$ cat config.mk
export PLATFORM = sky130hd
export DESIGN_NAME = alarm_mask_offset_sync_regs
export DESIGN_NICKNAME = d
export VERILOG_FILES = /design/src/alarm_offset_pkg.sv /design/src/alarm_mask_offset_sync_regs.sv
export SDC_FILE = /design/constraint.sdc
export NUM_CORES = 1
export LEC_CHECK = 0
export BUFFER_PORTS_ARGS = -buffer_cell sky130_fd_sc_hd__clkbuf_2
export CORE_ASPECT_RATIO = 0.75
export CORE_UTILIZATION = 30
export CTS_CLUSTER_DIAMETER = 200
export DETAILED_ROUTE_END_ITERATION = 12
export PLACE_DENSITY = 0.52
export SYNTH_ARGS = -nofsm -noshare
export SYNTH_HDL_FRONTEND = slang
export SYNTH_SLANG_ARGS = --single-unit
$ cat constraint.sdc
create_clock -name pclk -period 2.11 [get_ports pclk]
set_clock_uncertainty 0.15 [all_clocks]
set_input_delay 0.1055 -clock pclk [delete_from_list [all_inputs] [get_ports pclk]]
set_output_delay 0.1055 -clock pclk [all_outputs]
set_load 0.01 [all_outputs]
$ cat src/alarm_offset_pkg.sv
/*
  package for the alarm mask / offset correction / fifo preset register bank.
  holds register indices, byte addresses, field positions, reset values.
  assumes a 32-bit apb slave with one aligned word per register.
*/
package alarm_offset_pkg;
  // ----------------------------------------------------------------
  // register indices (printed offsets) and byte addresses
  // ----------------------------------------------------------------
  localparam logic [7:0]  IDX_ALARM_MASK  = 8'h07;
  localparam logic [7:0]  IDX_CHAN_A      = 8'h08;
  localparam logic [7:0]  IDX_FIFO_CHAN_B = 8'h09;
  localparam logic [7:0]  IDX_CHAN_C      = 8'h0A;
  localparam logic [7:0]  IDX_CHAN_D      = 8'h0B;
  localparam logic [7:0]  IDX_SYNC_CTRL   = 8'h20;
  localparam logic [7:0]  IDX_IRQ_STATUS  = 8'h21;
  localparam logic [7:0]  IDX_IRQ_MASK    = 8'h22;
  localparam logic [7:0]  IDX_ACTIVE_AB   = 8'h23;
  localparam logic [7:0]  IDX_ACTIVE_CD   = 8'h24;
  localparam int          ADDR_W          = 12;
  localparam logic [11:0] ADDR_ALARM_MASK  = {2'h0, IDX_ALARM_MASK, 2'h0};
  localparam logic [11:0] ADDR_CHAN_A      = {2'h0, IDX_CHAN_A, 2'h0};
  localparam logic [11:0] ADDR_FIFO_CHAN_B = {2'h0, IDX_FIFO_CHAN_B, 2'h0};
  localparam logic [11:0] ADDR_CHAN_C      = {2'h0, IDX_CHAN_C, 2'h0};
  localparam logic [11:0] ADDR_CHAN_D      = {2'h0, IDX_CHAN_D, 2'h0};
  localparam logic [11:0] ADDR_SYNC_CTRL   = {2'h0, IDX_SYNC_CTRL, 2'h0};
  localparam logic [11:0] ADDR_IRQ_STATUS  = {2'h0, IDX_IRQ_STATUS, 2'h0};
  localparam logic [11:0] ADDR_IRQ_MASK    = {2'h0, IDX_IRQ_MASK, 2'h0};
  localparam logic [11:0] ADDR_ACTIVE_AB   = {2'h0, IDX_ACTIVE_AB, 2'h0};
  localparam logic [11:0] ADDR_ACTIVE_CD   = {2'h0, IDX_ACTIVE_CD, 2'h0};
  // ----------------------------------------------------------------
  // field layout
  // ----------------------------------------------------------------
  localparam int OFS_W       = 13;   // offset word, bits 12:0
  localparam int FIFO_PRE_LO = 13;   // fifo preset, bits 15:13
  localparam int FIFO_PRE_W  = 3;
  localparam int ALARM_W     = 16;
  localparam logic [15:0] ALARM_USED = 16'hBFBC; // bits 14,6,1,0 unused
  localparam int BIT_OUTPUT_SHUTDOWN = 8;
  // irq status bits
  localparam int IRQ_AB_SYNC  = 0;
  localparam int IRQ_CD_SYNC  = 1;
  localparam int IRQ_ALARM    = 2;
  localparam int IRQ_FIFO     = 3;
  localparam int IRQ_W        = 4;
  // ----------------------------------------------------------------
  // reset values
  // ----------------------------------------------------------------
  localparam logic [15:0] RST_ALARM_MASK  = 16'hFFFF;
  localparam logic [15:0] RST_CHAN_A      = 16'h0000;
  localparam logic [15:0] RST_FIFO_CHAN_B = 16'h8000;
  localparam logic [15:0] RST_CHAN_C      = 16'h0000;
  localparam logic [15:0] RST_CHAN_D      = 16'h0000;
  localparam logic [15:0] MID_SCALE       = 16'h8000;
  localparam logic [31:0] RST_SYNC_CTRL   = 32'h0000_0001;
  localparam logic [IRQ_W-1:0] RST_IRQ_MASK = 4'h0;
endpackage

$ cat src/alarm_mask_offset_sync_regs.sv
/*
  alarm mask, per-channel offset correction with double buffering, and
  fifo read-pointer preset, reached over apb.
  assumes alarm sources, fifo sync and converter samples are synchronous to pclk;
  fifo_sync_evt is a one-cycle pulse from the same clock domain.
*/
// The implementer's own choice: the APB slave port.
`timescale 1ns/1ps
module alarm_mask_offset_sync_regs #(
  parameter int NCH = 4                                  // converter channels
) (
  input  wire logic                  pclk,
  input  wire logic                  presetn,
  input  wire logic                  psel,
  input  wire logic                  penable,
  input  wire logic                  pwrite,
  input  wire logic [11:0]           paddr,
  input  wire logic [31:0]           pwdata,
  input  wire logic [3:0]            pstrb,
  output logic      [31:0]           prdata,
  output logic                       pready,
  output logic                       pslverr,
  input  wire logic [15:0]           alarm_raw,          // alarm sources, level
  input  wire logic                  fifo_sync_evt,      // fifo sync pulse
  input  wire logic [NCH*16-1:0]     sample_in,          // samples per channel
  output logic      [NCH*16-1:0]     sample_out,         // samples or mid-scale
  output logic      [2:0]            fifo_rd_ptr,        // preset read pointer
  output logic      [12:0]           chan_a_dc_correction,
  output logic      [12:0]           chan_b_dc_correction,
  output logic      [12:0]           chan_c_dc_correction,
  output logic      [12:0]           chan_d_dc_correction,
  output logic                       alarm_combined,     // any unmasked used alarm
  output logic                       irq
);
  // ----------------------------------------------------------------
  // state
  // ----------------------------------------------------------------
  logic [15:0]        mask_r,   mask_nxt;      // alarm source mask
  logic [15:0]        reg_a_r,  reg_a_nxt;     // channel A shadow
  logic [15:0]        reg_b_r,  reg_b_nxt;     // fifo preset + channel B shadow
  logic [15:0]        reg_c_r,  reg_c_nxt;     // channel C shadow
  logic [15:0]        reg_d_r,  reg_d_nxt;     // channel D shadow
  logic [12:0]        act_a_r,  act_a_nxt;     // active offsets
  logic [12:0]        act_b_r,  act_b_nxt;
  logic [12:0]        act_c_r,  act_c_nxt;
  logic [12:0]        act_d_r,  act_d_nxt;
  logic               sync_en_r, sync_en_nxt;  // auto-sync enable
  logic [15:0]        astat_r,  astat_nxt;     // sticky alarm status
  logic [2:0]         ptr_r,    ptr_nxt;       // fifo read pointer
  logic [3:0]         istat_r,  istat_nxt;     // sticky irq status
  logic [3:0]         imask_r,  imask_nxt;     // irq enables
  logic [31:0]        rdata_r,  rdata_nxt;
  logic               ready_r,  ready_nxt;
  logic               err_r,    err_nxt;
  logic               comb_r,   comb_nxt;
  logic               irq_r,    irq_nxt;
  logic [NCH*16-1:0]  samp_r,   samp_nxt;

  // ----------------------------------------------------------------
  // bus decode
  // ----------------------------------------------------------------
  logic       acc;          // access phase, answered next cycle
  logic       wr;
  logic       rd;
  logic       hit;
  logic [15:0] wmask;       // byte-lane mask for the low halfword
  logic [15:0] unmasked;    // alarm sources that pass the mask

  // one wait state: pready rises one cycle after the first access edge
  assign acc   = psel & penable & ~ready_r;
  assign wr    = acc & pwrite;
  assign rd    = acc & ~pwrite;
  assign wmask = {{8{pstrb[1]}}, {8{pstrb[0]}}};
  assign unmasked = alarm_raw & ~mask_r & alarm_offset_pkg::ALARM_USED;

  always_comb begin
    case (paddr)
      alarm_offset_pkg::ADDR_ALARM_MASK,
      alarm_offset_pkg::ADDR_CHAN_A,
      alarm_offset_pkg::ADDR_FIFO_CHAN_B,
      alarm_offset_pkg::ADDR_CHAN_C,
      alarm_offset_pkg::ADDR_CHAN_D,
      alarm_offset_pkg::ADDR_SYNC_CTRL,
      alarm_offset_pkg::ADDR_IRQ_STATUS,
      alarm_offset_pkg::ADDR_IRQ_MASK,
      alarm_offset_pkg::ADDR_ACTIVE_AB,
      alarm_offset_pkg::ADDR_ACTIVE_CD: hit = 1'b1;
      default:                          hit = 1'b0;
    endcase
  end

  // ----------------------------------------------------------------
  // register next-state: writes, auto-sync, fifo preset, alarms
  // ----------------------------------------------------------------
  always_comb begin
    logic wa;
    logic wc;
    wa = 1'b0;
    wc = 1'b0;
    mask_nxt    = mask_r;
    reg_a_nxt   = reg_a_r;
    reg_b_nxt   = reg_b_r;
    reg_c_nxt   = reg_c_r;
    reg_d_nxt   = reg_d_r;
    sync_en_nxt = sync_en_r;
    imask_nxt   = imask_r;
    if (wr) begin
      case (paddr)
        alarm_offset_pkg::ADDR_ALARM_MASK:
          mask_nxt = (mask_r & ~wmask) | (pwdata[15:0] & wmask);
        alarm_offset_pkg::ADDR_CHAN_A: begin
          // reserved 15:13 stay zero
          reg_a_nxt = ((reg_a_r & ~wmask) | (pwdata[15:0] & wmask)) & 16'h1FFF;
          wa = 1'b1;
        end
        alarm_offset_pkg::ADDR_FIFO_CHAN_B:
          reg_b_nxt = (reg_b_r & ~wmask) | (pwdata[15:0] & wmask);
        alarm_offset_pkg::ADDR_CHAN_C: begin
          reg_c_nxt = ((reg_c_r & ~wmask) | (pwdata[15:0] & wmask)) & 16'h1FFF;
          wc = 1'b1;
        end
        alarm_offset_pkg::ADDR_CHAN_D:
          reg_d_nxt = ((reg_d_r & ~wmask) | (pwdata[15:0] & wmask)) & 16'h1FFF;
        alarm_offset_pkg::ADDR_SYNC_CTRL:
          if (pstrb[0]) sync_en_nxt = pwdata[0];
        alarm_offset_pkg::ADDR_IRQ_MASK:
          if (pstrb[0]) imask_nxt = pwdata[3:0];
        default: ;
      endcase
    end
    // auto-sync: A and B move together on a channel A write; B alone never
    // touches the active words, so writing B first then A updates both at once
    act_a_nxt = act_a_r;
    act_b_nxt = act_b_r;
    act_c_nxt = act_c_r;
    act_d_nxt = act_d_r;
    if (wa && sync_en_r) begin
      act_a_nxt = reg_a_nxt[12:0];
      act_b_nxt = reg_b_r[12:0];
    end
    if (wc && sync_en_r) begin
      act_c_nxt = reg_c_nxt[12:0];
      act_d_nxt = reg_d_r[12:0];
    end
    // fifo sync loads the preset field into the read pointer
    ptr_nxt = fifo_sync_evt ? reg_b_r[15:13] : ptr_r;
    // status: read of irq status clears it, new events win over the clear
    istat_nxt = istat_r;
    if (rd && paddr == alarm_offset_pkg::ADDR_IRQ_STATUS)
      istat_nxt = 4'h0;
    if (wa && sync_en_r) istat_nxt[alarm_offset_pkg::IRQ_AB_SYNC] = 1'b1;
    if (wc && sync_en_r) istat_nxt[alarm_offset_pkg::IRQ_CD_SYNC] = 1'b1;
    if (|unmasked)       istat_nxt[alarm_offset_pkg::IRQ_ALARM]   = 1'b1;
    if (fifo_sync_evt)   istat_nxt[alarm_offset_pkg::IRQ_FIFO]    = 1'b1;
    // alarm status records every used source, masked or not, until the read
    astat_nxt = astat_r;
    if (rd && paddr == alarm_offset_pkg::ADDR_ALARM_MASK)
      astat_nxt = 16'h0000;
    astat_nxt = astat_nxt | (alarm_raw & alarm_offset_pkg::ALARM_USED);
    comb_nxt  = |unmasked;
    irq_nxt   = |(istat_nxt & imask_r);
  end

  // ----------------------------------------------------------------
  // read data and bus answer
  // ----------------------------------------------------------------
  always_comb begin
    rdata_nxt = rdata_r;
    ready_nxt = acc;
    err_nxt   = acc & ~hit;
    if (rd) begin
      case (paddr)
        // high half shows the sticky alarm status, low half the mask
        alarm_offset_pkg::ADDR_ALARM_MASK:  rdata_nxt = {astat_r, mask_r};
        alarm_offset_pkg::ADDR_CHAN_A:      rdata_nxt = {16'h0000, reg_a_r};
        alarm_offset_pkg::ADDR_FIFO_CHAN_B: rdata_nxt = {16'h0000, reg_b_r};
        alarm_offset_pkg::ADDR_CHAN_C:      rdata_nxt = {16'h0000, reg_c_r};
        alarm_offset_pkg::ADDR_CHAN_D:      rdata_nxt = {16'h0000, reg_d_r};
        alarm_offset_pkg::ADDR_SYNC_CTRL:   rdata_nxt = {31'h0, sync_en_r};
        alarm_offset_pkg::ADDR_IRQ_STATUS:  rdata_nxt = {28'h0, istat_r};
        alarm_offset_pkg::ADDR_IRQ_MASK:    rdata_nxt = {28'h0, imask_r};
        alarm_offset_pkg::ADDR_ACTIVE_AB:
          rdata_nxt = {3'h0, act_b_r, 3'h0, act_a_r};
        alarm_offset_pkg::ADDR_ACTIVE_CD:
          rdata_nxt = {3'h0, act_d_r, 3'h0, act_c_r};
        default:                            rdata_nxt = 32'h0000_0000;
      endcase
    end
  end

  // ----------------------------------------------------------------
  // sample path: shutdown alarm forces mid-scale on every channel
  // ----------------------------------------------------------------
  always_comb begin
    for (int i = 0; i < NCH; i++) begin
      if (alarm_raw[alarm_offset_pkg::BIT_OUTPUT_SHUTDOWN])
        samp_nxt[i*16 +: 16] = alarm_offset_pkg::MID_SCALE;
      else
        samp_nxt[i*16 +: 16] = sample_in[i*16 +: 16];
    end
  end

  // ----------------------------------------------------------------
  // registers
  // ----------------------------------------------------------------
  always_ff @(posedge pclk or negedge presetn) begin
    if (!presetn) begin
      mask_r    <= alarm_offset_pkg::RST_ALARM_MASK;
      reg_a_r   <= alarm_offset_pkg::RST_CHAN_A;
      reg_b_r   <= alarm_offset_pkg::RST_FIFO_CHAN_B;
      reg_c_r   <= alarm_offset_pkg::RST_CHAN_C;
      reg_d_r   <= alarm_offset_pkg::RST_CHAN_D;
      act_a_r   <= 13'h0000;
      act_b_r   <= 13'h0000;
      act_c_r   <= 13'h0000;
      act_d_r   <= 13'h0000;
      sync_en_r <= alarm_offset_pkg::RST_SYNC_CTRL[0];
      astat_r   <= 16'h0000;
      ptr_r     <= alarm_offset_pkg::RST_FIFO_CHAN_B[15:13];
      istat_r   <= 4'h0;
      imask_r   <= alarm_offset_pkg::RST_IRQ_MASK;
      rdata_r   <= 32'h0000_0000;
      ready_r   <= 1'b0;
      err_r     <= 1'b0;
      comb_r    <= 1'b0;
      irq_r     <= 1'b0;
      samp_r    <= '0;
    end else begin
      mask_r    <= mask_nxt;
      reg_a_r   <= reg_a_nxt;
      reg_b_r   <= reg_b_nxt;
      reg_c_r   <= reg_c_nxt;
      reg_d_r   <= reg_d_nxt;
      act_a_r   <= act_a_nxt;
      act_b_r   <= act_b_nxt;
      act_c_r   <= act_c_nxt;
      act_d_r   <= act_d_nxt;
      sync_en_r <= sync_en_nxt;
      astat_r   <= astat_nxt;
      ptr_r     <= ptr_nxt;
      istat_r   <= istat_nxt;
      imask_r   <= imask_nxt;
      rdata_r   <= rdata_nxt;
      ready_r   <= ready_nxt;
      err_r     <= err_nxt;
      comb_r    <= comb_nxt;
      irq_r     <= irq_nxt;
      samp_r    <= samp_nxt;
    end
  end

  // ----------------------------------------------------------------
  // outputs, all straight from flip-flops
  // ----------------------------------------------------------------
  assign prdata               = rdata_r;
  assign pready               = ready_r;
  assign pslverr              = err_r;
  assign fifo_rd_ptr          = ptr_r;
  assign chan_a_dc_correction = act_a_r;
  assign chan_b_dc_correction = act_b_r;
  assign chan_c_dc_correction = act_c_r;
  assign chan_d_dc_correction = act_d_r;
  assign alarm_combined       = comb_r;
  assign irq                  = irq_r;
  assign sample_out           = samp_r;
endmodule // alarm_mask_offset_sync_regs

# Yosys cells after proc, flatten, opt, wreduce, memory -nomap -nowiden
# Cells that the tools add are included.
[word_totals]
ram_bits = 0
memories = 0
rom_bits = 0
elab_cells = 86
output_inout_bits = 155
register_bits = 251
latch_bits = 0
[op_classes]
shift = 0
n_reduce_logical = 12
n_addsub = 0
multipliers = 0
eq_ne = 10
muxes = 20
div_mod_pow = 0
n_lt_le_gt_ge = 0
bitwise_logic = 24
[op_table]
columns = ["operator", "count"]
rows = [
  ["$pmux W32 S10", 1],
  ["$mux W16", 5],
  ["$and A16 B16 Y16", 4],
  ["$eq A12 B8 Y1 const B", 5],
  ["$mux W13", 4],
  ["$eq A12 B6 Y1 const B", 4],
  ["$or A16 B16 Y16", 3],
  ["$and A13 B13 Y13", 3],
  ["$or A13 B13 Y13", 3],
  ["$not A16 Y16", 2],
  ["$eq A12 B5 Y1 const B", 1],
  ["$reduce_or A12 Y1", 1],
  ["$reduce_or A10 Y1", 1],
  ["$mux W1", 9],
  ["$reduce_and A2 Y1", 3],
  ["$reduce_and A3 Y1", 2],
  ["$and A1 B1 Y1", 5],
  ["$and A4 B4 Y4", 1],
  ["$logic_and A1 B1 Y1", 4],
  ["$mux W4", 1],
  ["$reduce_or A4 Y1", 1],
  ["$not A1 Y1", 3],
]

# Longest topological paths before layout
# Gate-level depths: netlist of run 1.
[depth]
word_depth = 8
depth_mapped = 7

# Least setup slack after synthesis of run 1
# OpenSTA, ideal clock, no wires.
[synth_timing]
path_type = "flip-flop to flip-flop"
startpoint = "register ready_r (netlist: pready)"
endpoint = "register act_c_r[3] (netlist: chan_c_dc_correction[3])"
setup_time_ns = 0.128
required_time_ns = 1.832
period_less_slack_ns = 2.295
slack_ns = -0.185
path_buffers = 0
arrival_ns = 2.017
stages_incl_launch_ff = 6
cell_sequence = "dfrtp_1 and4b_1 nand2_1 nor3_4 mux2_2 mux2_1"
[synth_between]
word_cells_on_any_way = 6
[synth_rtl]
columns = ["item", "line", "text"]
rows = [
  ["from (decl)", "alarm_mask_offset_sync_regs.sv:53", "logic ready_r, ready_nxt;"],
  ["from (signal assigned)", "alarm_mask_offset_sync_regs.sv:244", "ready_r <= ready_nxt;"],
  ["$not A1 Y1", "alarm_mask_offset_sync_regs.sv:70", "assign acc = psel & penable & ~ready_r;"],
  ["$and A1 B1 Y1", "alarm_mask_offset_sync_regs.sv:70", ""],
  ["$and A1 B1 Y1", "alarm_mask_offset_sync_regs.sv:71", "assign wr = acc & pwrite;"],
  ["$mux W13", "alarm_mask_offset_sync_regs.sv:107", "if (wr) begin"],
  ["via reg_c_nxt[3]", "alarm_mask_offset_sync_regs.sv:41", "logic [15:0] reg_c_r, reg_c_nxt;"],
  ["to (signal assigned)", "alarm_mask_offset_sync_regs.sv:236", "act_c_r <= act_c_nxt;"],
  ["to (decl)", "alarm_mask_offset_sync_regs.sv:45", "logic [12:0] act_c_r, act_c_nxt;"],
]
# The timed path passes the listed nets, and every way through them passes these cells.
# A chain may end at the register's enable or synchronous reset.

# Final worst setup path of run 1
[layout_timing]
startpoint = "register ready_r (netlist: pready)"
endpoint = "register act_c_r[1] (netlist: chan_c_dc_correction[1])"
# The elaborated chain is that of the path after synthesis.

==> results.sh, run 1 <==
export IMPL_cts_max_level=1
export IMPL_grt_start_max_net_pins=83
export IMPL_route_detailed_drc=0
export IMPL_pwr_density_cell_nw_per_um2=685
export IMPL_combPwrFrac_pct=7.3
export IMPL_synth_edf_count=0
export IMPL_path_max_fanout=8
export IMPL_ys_flop_type="dfrtp_1"
export IMPL_antenna_found_initial=1
export IMPL_crit_path_frequent_cell="mux2_4"
export IMPL_crit_slowest_cell="dfrtp_1"
export IMPL_worstPathCellList="and4b_2 > nand2_4 > nor3_4 > buf_12 > mux2_4 > mux2_4"
export IMPL_num_vias=8012
export IMPL_hpwlAfterDp_mm=23.6
export IMPL_p_sw_mw=2.31
export IMPL_vias_per_cell=4.84
export IMPL_slowest_delay_ps=420
export IMPL_power_internal_mw=7.95
export IMPL_mostFrequentLayoutCell="clkbuf_2"
export IMPL_cp_arrival_ps=2400
export IMPL_maxCapViolCount=0
export IMPL_final_cell_mix="clkbuf_2, dfrtp_1, dlygate4sd3_1"
export IMPL_finalNetCount=1330
export IMPL_synth_adder_area_share_pct=0
export IMPL_end_kind="flop"
export IMPL_synth_top_cell_by_area="dfrtp_1"
export IMPL_io_pins=289
export IMPL_tightest_slew_ps=667
export IMPL_die_x_um=214
export IMPL_dr_pass1_iters=8
export IMPL_antenna_cells=0
export IMPL_finalPower_mw=10.3
export IMPL_ys_seq_area_share_pct=61.4
export IMPL_p_sw_share_pct=22.5
export IMPL_drt_iter0_markers=751
export IMPL_postRouteAntennaNets=0
export IMPL_place_congestion=0.887
export IMPL_start_util_pct=30.8
export IMPL_finalHoldViolations=0
export IMPL_cts_root_buf="clkbuf_16"
export IMPL_fin_crit_ps=2130
export IMPL_die_area_um2=34300
export IMPL_clkPwrFrac_pct=45.9
export IMPL_synth_xor_area_share_pct=0
export IMPL_clock_path_buffers=3
export IMPL_clock_sinks=246
export IMPL_synth_area_top_cells="dfrtp_1, mux2_2, dfstp_2, nor2b_1, mux4_2"
export IMPL_overflow=0
export IMPL_synth_compound_area_share_pct=7.43
export IMPL_grt_pass1_wl_mm=49.8
export IMPL_finalNonFillerCells=1657
export IMPL_cp_start_kind="flop"
export IMPL_cts_tree="yes"
export IMPL_status="finished, violations left"
export IMPL_ys_warn_count=0
export IMPL_worstSetupPathType="reg2reg"
export IMPL_clk_pin_slew_ps=60
export IMPL_clock_latency_ps=540
export IMPL_drive_above_1_share_pct=50.1
export IMPL_ir_drop_mv=0.465
export IMPL_p_seq_share_pct=46.9
export IMPL_synthSimpleGateAreaFrac_pct=11.4
export IMPL_netlist_area_um2=10100
export IMPL_multi_input_area_um2=3940
export IMPL_areaGrowthSynthToFinish_pct=48.7
export IMPL_async_flop_share_pct=100
export IMPL_synth_nets=863
export IMPL_violations="setup timing"
export IMPL_grtUsageTotal_pct=19.3
export IMPL_slew_headroom_pct=55.5
export IMPL_crit_required_ps=2380
export IMPL_maxSlewViolCount=0
export IMPL_synth_top_area_share_pct=56.4
export IMPL_dp_cells=1503
export IMPL_numCtsBuffers=27
export IMPL_holdWs_ps=34.8
export IMPL_avgSynthCellArea_um2=13.8
export IMPL_fin_ws_ps=-23.3
export IMPL_hold_path_class="in2reg"
export IMPL_grt_pass1_vias=8214
export IMPL_synthCells=729
export IMPL_leakagePower_nw=7.35
export IMPL_dieHeight_um=161
export IMPL_wl_per_cell_um=20.1
export IMPL_totalWireLength_mm=33.4
export IMPL_fin_util_pct=45.7
export IMPL_io_buffers=265
export IMPL_fillers=3030
export IMPL_synthMuxAreaShare_pct=17.8
export IMPL_setup_violations_final=13
export IMPL_num_rows=57
export IMPL_seq_area_um2=6180
export IMPL_rsz0062_at_grt="true"
export IMPL_synth_cell_type_count=59
export IMPL_synth_top_family_by_area="multiplexers"
export IMPL_ys_seq_elements=246
export IMPL_fmax_mhz=469
export IMPL_min_period_over_period_pct=101
export IMPL_core_area_um2=32700
## cell usage after synthesis, types with 3 or more instances
master and instances:
and3_1 3, buf_2 10, nor2_1 4, mux2_2 125, dfstp_2 19, or2_2 4
nand2_1 59, nor3_1 8, mux2_1 8, nand2b_1 5, clkbuf_1 20, nor3_4 6
nor2b_1 63, a22oi_1 30, mux4_2 12, nand3_1 6, o22ai_1 5, dfrtp_1 227
a21o_1 8, a32oi_1 4, a222oi_1 16, or3_1 3, a21oi_1 3, o21ai_0 20
inv_1 12
## cells by family (layout without fill, tap and decap cells)
group / Yosys count / in the layout
flip-flops: 246 / 246
AND/OR/NAND/NOR: 189 / 189
multiplexers: 147 / 147
AO/OA/AOI/OAI: 100 / 100
buffers and inverters: 46 / 532
other: 1 / 1
## worst paths after layout
check	start	to	slack, ps	cells past startpoint
hold / removal	paddr[8]	prdata[0]$_DFFE_PN0N_	30	5
setup reg to reg	pready$_DFF_PN0_	chan_c_dc_correction[1]$_DFFE_PN0P_	-20	6
setup / recovery	pready$_DFF_PN0_	chan_c_dc_correction[1]$_DFFE_PN0P_	-20	6
max in group asynchronous	presetn	imask_r[0]$_DFFE_PN0P_	360	4
min in group asynchronous	presetn	async pin	520	3
hold reg to reg	prdata[31]$_DFFE_PN0N_	prdata[31]$_DFFE_PN0N_	320	2
## what timing repair did
item	4_1_cts	5_1_grt
pin swaps	8	10
hold buffers	102	0
buffers inserted	4	1
endpoints found under the setup margin	28	46
gates resized for setup	10	37
endpoints found under the hold margin	432	0
## power by group through the flow
stage / Sequential [mW] / Clock (mW) / Combinational, mW
2_1_floorplan: 4.92 / 0 / 0.145
3_3_place_gp: 4.89 / 0 / 0.588
3_5_place_dp: 4.89 / 0 / 0.594
4_1_cts: 4.80 / 4.84 / 0.752
5_1_grt: 4.81 / 5.04 / 0.815
6_report: 4.81 / 4.70 / 0.748
## metrics by stage
step	setup TNS (ps)	cell area, um^2	setup slack [ps]
4_1_cts	-30.1	14800	-14.6
5_1_grt	-1250	15000	-84.1
6_report	-128	15000	-23.3
3_5_place_dp	-15210	12900	-345
3_3_place_gp	-13580	12900	-312
2_1_floorplan	-2560	10100	-153
## layout make-up
cell class              count  area share [%]
clock inverters             7           0.568
multi-input cells         437            26.3
repair buffers            472            22.6
flip-flops and latches    246            41.3
inverters                  12           0.301
well taps                 442            3.69
clock buffers              41            5.26
## critical path: cells and delay by family, from the launching register on
| kind | cells | cell delay, ps |
|---|---|---|
| mux | 2 | 580 |
| simple gates | 3 | 700 |
| buf+inv | 1 | 170 |
| flops | 1 | 420 |
## layer usage
metal | up-vias | global-route usage, % | wire [um]
met5 | - | 0 | 13
met4 | 2 | 3.18 | 540
met3 | 38 | 3.75 | 1720
met2 | 236 | 30.3 | 15600
met1 | 4161 | 27.9 | 15500
li1 | 3575 | - | -
No activity file was read; power rests on OpenSTA's default activity.
==> inputs of run 2 (changes only) <==
SKIP_LAST_GASP = 1   (was unset)
==> results.sh, run 2 (synthesis results as in run 1) <==
export IMPL_status="finished, violations left"
export IMPL_violations="setup timing"
export IMPL_fin_util_pct=45.7
export IMPL_num_rows=57
export IMPL_dieHeight_um=161
export IMPL_cts_root_buf="clkbuf_16"
export IMPL_cp_arrival_ps=2410
export IMPL_met1Wirelength_mm=15.3
export IMPL_wl_met2_mm=15.6
export IMPL_grt_pass1_vias=8214
export IMPL_final_cell_mix="clkbuf_2, dfrtp_1, dlygate4sd3_1"
export IMPL_hold_path_class="in2reg"
export IMPL_fin_crit_ps=2130
export IMPL_finalPower_mw=10.3
export IMPL_grtUsageTotal_pct=19.3
export IMPL_startpoint="pready$_DFF_PN0_"
export IMPL_setup_violations_final=13
export IMPL_ir_drop_mv=0.466
export IMPL_ff2ff_setup_slack_ps=-20
export IMPL_maxCapViolCount=0
export IMPL_grt_pass1_wl_mm=49.8
export IMPL_setup_tns_ps=-156
export IMPL_antenna_cells=0
export IMPL_fmax_mhz=469
export IMPL_holdPathEnd="prdata[0]$_DFFE_PN0N_"
export IMPL_crit_path_frequent_cell="mux2_4"
export IMPL_dr_pass1_iters=5
export IMPL_start_util_pct=30.8
export IMPL_numCtsBuffers=27
export IMPL_route_detailed_drc=0
export IMPL_antenna_found_initial=1
export IMPL_end_kind="flop"
export IMPL_totalWireLength_mm=33.3
export IMPL_leakagePower_nw=7.34
export IMPL_wl_met3_mm=1.90
export IMPL_worstSetupPathType="reg2reg"
export IMPL_clock_path_buffers=3
export IMPL_rsz0062_at_grt="true"
export IMPL_hpwlAfterDp_mm=23.6
export IMPL_place_congestion=0.887
export IMPL_clock_sinks=246
export IMPL_slowest_delay_ps=420
export IMPL_slew_headroom_pct=55.5
export IMPL_finalNonFillerCells=1656
export IMPL_postRouteAntennaNets=0
export IMPL_fin_ws_ps=-23.9
export IMPL_maxSlewViolCount=0
export IMPL_num_vias=8036
export IMPL_highest_layer="met5"
export IMPL_cts_max_level=1
export IMPL_core_area_um2=32700
export IMPL_finalHoldViolations=0
export IMPL_tightest_slew_ps=667
export IMPL_io_pins=289
export IMPL_r2r_end="chan_c_dc_correction[1]$_DFFE_PN0P_"
export IMPL_worstReg2RegStart="pready$_DFF_PN0_"
export IMPL_finalNetCount=1329
export IMPL_vias_per_cell=4.85
export IMPL_io_buffers=265
export IMPL_cts_tree="yes"
export IMPL_min_path_cells=5
export IMPL_die_area_um2=34300
export IMPL_crit_slowest_cell="dfrtp_1"
export IMPL_die_x_um=214
export IMPL_wl_per_cell_um=20.1
export IMPL_areaGrowthSynthToFinish_pct=48.6
export IMPL_reg2reg_depth=6
export IMPL_drt_iter0_markers=698
export IMPL_pwr_density_cell_nw_per_um2=685
export IMPL_grt_start_max_net_pins=83
export IMPL_overflow=0
export IMPL_drive_above_1_share_pct=50.0
export IMPL_clock_latency_ps=540
export IMPL_cp_start_kind="flop"
export IMPL_path_max_fanout=8
export IMPL_mostFrequentLayoutCell="clkbuf_2"
export IMPL_place_ws_ps=-345
export IMPL_min_period_over_period_pct=101
export IMPL_worstPathCellList="and4b_2 > nand2_4 > nor3_4 > buf_12 > mux2_4 > mux2_4"
export IMPL_clk_pin_slew_ps=60
export IMPL_crit_required_ps=2380
export IMPL_dp_cells=1503
export IMPL_min_from="paddr[8]"
-- run 2: per-layer routing --
| metal | track usage [%] | vias to the layer above |
|---|---|---|
| met5 | 0 | - |
| met4 | 3.18 | 2 |
| met3 | 3.75 | 36 |
| met2 | 30.3 | 268 |
| met1 | 27.9 | 4162 |
| li1 | - | 3568 |
-- run 2: worst max path at each step --
stage                                               end  slack, ps
finish              chan_c_dc_correction[1]$_DFFE_PN0P_        -20
floorplan           chan_c_dc_correction[0]$_DFFE_PN0P_       -150
global placement    chan_c_dc_correction[1]$_DFFE_PN0P_       -310
global route                              irq$_DFF_PN0_        -90
detailed placement  chan_c_dc_correction[1]$_DFFE_PN0P_       -350
CTS                 chan_c_dc_correction[8]$_DFFE_PN0P_        -10
-- run 2: timing repair --
| action | CTS | global route |
|---|---|---|
| setup endpoints to repair | 28 | 46 |
| hold endpoints to repair | 432 | 0 |
| cloned | 0 | 0 |
| setup buffers | 4 | 0 |
| pin swaps | 8 | 9 |
| resized for setup | 9 | 36 |
| hold buffers | 102 | 0 |
-- run 2: power breakdown --
| part | switching, mW | internal [mW] |
|---|---|---|
| clock network | 1.90 | 2.80 |
| registers | 0.0205 | 4.78 |
| logic | 0.386 | 0.361 |
-- run 2: stage by stage --
stage | instance area, um^2 | hold slack [ps]
2_1_floorplan | 10100 | -340
3_3_place_gp | 12900 | -212
3_5_place_dp | 12900 | -211
4_1_cts | 14800 | 3.38
5_1_grt | 15000 | 36.5
6_report | 15000 | 35.5
-- run 2: final cells by class --
| cell class | count | area [um^2] |
|---|---|---|
| multi-input combinational | 437 | 3930 |
| inverter | 12 | 45.0 |
| fill | 3030 | 17800 |
| sequential | 246 | 6180 |
| clock inverter | 7 | 85.1 |
| clock buffer | 41 | 788 |
| timing repair buffer | 471 | 3380 |
| tap | 442 | 553 |
-- run 2: worst max-delay path: cells and delay by family (launching register included) --
kind	cells	cell delay, ps
mux	2	580
flops	1	420
simple gates	3	700
buf+inv	1	170
==> inputs of run 3 (changes only) <==
SETUP_SLACK_MARGIN = 0.02   (was unset)
==> results.sh, run 3 (synthesis results as in run 1) <==
export IMPL_status="finished, final reports clean"
export IMPL_dp_cells=1494
export IMPL_start_util_pct=30.8
export IMPL_min_from="paddr[8]"
export IMPL_num_rows=57
export IMPL_overflow=0
export IMPL_path_max_fanout=8
export IMPL_clock_sinks=246
export IMPL_dieHeight_um=161
export IMPL_pwr_density_cell_nw_per_um2=697
export IMPL_drive_above_1_share_pct=48.5
export IMPL_fmax_mhz=478
export IMPL_setup_violations_final=0
export IMPL_postRouteAntennaNets=0
export IMPL_place_ws_ps=-347
export IMPL_tightest_slew_ps=662
export IMPL_grt_pass1_vias=8193
export IMPL_finalHoldViolations=0
export IMPL_end_kind="flop"
export IMPL_hpwlAfterDp_mm=23.6
export IMPL_cts_max_level=1
export IMPL_fillers=3058
export IMPL_grtUsageTotal_pct=19.5
export IMPL_antenna_found_initial=0
export IMPL_cts_setup_buffers=0
export IMPL_grt_pass1_wl_mm=50.2
export IMPL_grt_start_max_net_pins=71
export IMPL_leakagePower_nw=7.27
export IMPL_cp_arrival_ps=2390
export IMPL_rsz0062_at_grt="true"
export IMPL_maxSlewViolCount=0
export IMPL_route_detailed_drc=0
export IMPL_dr_pass1_iters=5
export IMPL_totalWireLength_mm=33.3
export IMPL_die_area_um2=34300
export IMPL_maxCapViolCount=0
export IMPL_r2r_end="chan_a_dc_correction[5]$_DFFE_PN0P_"
export IMPL_cts_tree="yes"
export IMPL_cts_root_buf="clkbuf_16"
export IMPL_clk_pin_slew_ps=60
export IMPL_clock_path_buffers=3
export IMPL_worstReg2RegStart="pready$_DFF_PN0_"
export IMPL_io_buffers=265
export IMPL_io_pins=289
export IMPL_ff2ff_setup_slack_ps=20
export IMPL_hold_path_class="in2reg"
export IMPL_slew_headroom_pct=55.8
export IMPL_drt_iter0_markers=472
export IMPL_fin_util_pct=45.3
export IMPL_num_vias=7952
export IMPL_min_path_cells=6
export IMPL_place_congestion=0.860
export IMPL_finalNetCount=1322
export IMPL_worstSetupPathType="reg2reg"
export IMPL_crit_required_ps=2410
export IMPL_antenna_cells=0
export IMPL_holdPathEnd="istat_r[3]$_DFF_PN0_"
export IMPL_ir_drop_mv=0.533
export IMPL_reg2reg_depth=6
export IMPL_cp_start_kind="flop"
export IMPL_die_x_um=214
export IMPL_fin_crit_ps=2090
export IMPL_vias_per_cell=4.82
export IMPL_setup_tns_ps=0
export IMPL_min_period_over_period_pct=99.1
export IMPL_final_cell_mix="clkbuf_2, dfrtp_1, mux2_2"
export IMPL_numCtsBuffers=27
export IMPL_fin_ws_ps=18.0
export IMPL_clock_latency_ps=560
export IMPL_finalNonFillerCells=1650
export IMPL_wl_per_cell_um=20.2
export IMPL_mostFrequentLayoutCell="clkbuf_2"
export IMPL_core_area_um2=32700
export IMPL_areaGrowthSynthToFinish_pct=47.3
-- run 3: cell count changes in the layout (fill, tap and decap cells not counted), moves of 2 or more --
cell | before | now
nand2b_2 | 0 | 2
clkinv_4 | 0 | 2
mux2_1 | 0 | 8
nand2b_1 | 5 | 3
nor3_2 | 4 | 2
dlygate4sd3_1 | 101 | 107
buf_6 | 3 | 6
mux2_4 | 40 | 14
buf_4 | 83 | 69
nor3_1 | 5 | 7
mux2_2 | 93 | 111
-- run 3: final cells by class --
type / count / area [um^2] / area share [%]
Sequential cell: 246 / 6180 / 41.7
Multi-Input combinational cell: 437 / 3830 / 25.8
Timing Repair Buffer: 464 / 3330 / 22.5
Clock buffer: 39 / 771 / 5.20
Tap cell: 442 / 553 / 3.73
Clock inverter: 10 / 123 / 0.827
Inverter: 12 / 45.0 / 0.304
-- run 3: worst max path at each step --
stage,startpoint,to,slack (ps),depth (start not counted)
6_report,pready$_DFF_PN0_,chan_a_dc_correction[5]$_DFFE_PN0P_,20,6
5_1_grt,pready$_DFF_PN0_,chan_a_dc_correction[7]$_DFFE_PN0P_,-40,6
4_1_cts,flop,irq$_DFF_PN0_,-7,6
3_5_place_dp,paddr[4],chan_a_dc_correction[12]$_DFFE_PN0P_,-350,8
3_3_place_gp,paddr[4],chan_a_dc_correction[12]$_DFFE_PN0P_,-320,8
2_1_floorplan,paddr[4],chan_c_dc_correction[0]$_DFFE_PN0P_,-150,6
-- run 3: critical path: stages (launching register included) --
cell     delay (ps)
dfrtp_1         370
and4b_2         330
nand2_4         140
nor3_4          220
buf_12          170
mux2_2          350
mux2_2          250
-- run 3: metrics by stage --
step / hold WS, ps / cell area [um^2] / power (mW)
floorplan: -340 / 10100 / 5.07
CTS: 19.1 / 14800 / 10.5
finish: 62.8 / 14800 / 10.3
global route: 69.7 / 14800 / 10.7
detailed placement: -20.1 / 12800 / 5.48
global placement: -23.2 / 12800 / 5.48
-- run 3: timing repair --
action,in CTS,in global routing
endpoints found under the hold margin,419,0
pin swaps,3,6
endpoints found under the setup margin,54,37
gates resized for setup,9,11
hold buffers,107,0
-- run 3: per-layer routing --
| layer | GRT usage [%] | vias to the layer above | share of wire (%) |
|---|---|---|---|
| met5 | 0 | - | 0 |
| met4 | 4.03 | 0 | 2.2 |
| met3 | 3.15 | 43 | 4.7 |
| met2 | 29.8 | 224 | 45 |
| met1 | 29.0 | 4108 | 48 |
| li1 | - | 3577 | - |
-- run 3: power by group --
group / total [mW] / switching, mW / internal (mW) / leakage (nW)
combinational: 0.758 / 0.389 / 0.369 / 3.62
sequential: 4.80 / 0.0187 / 4.78 / 3.21
clock: 4.78 / 1.99 / 2.79 / 0.443
total: 10.3 / 2.40 / 7.95 / 7.27
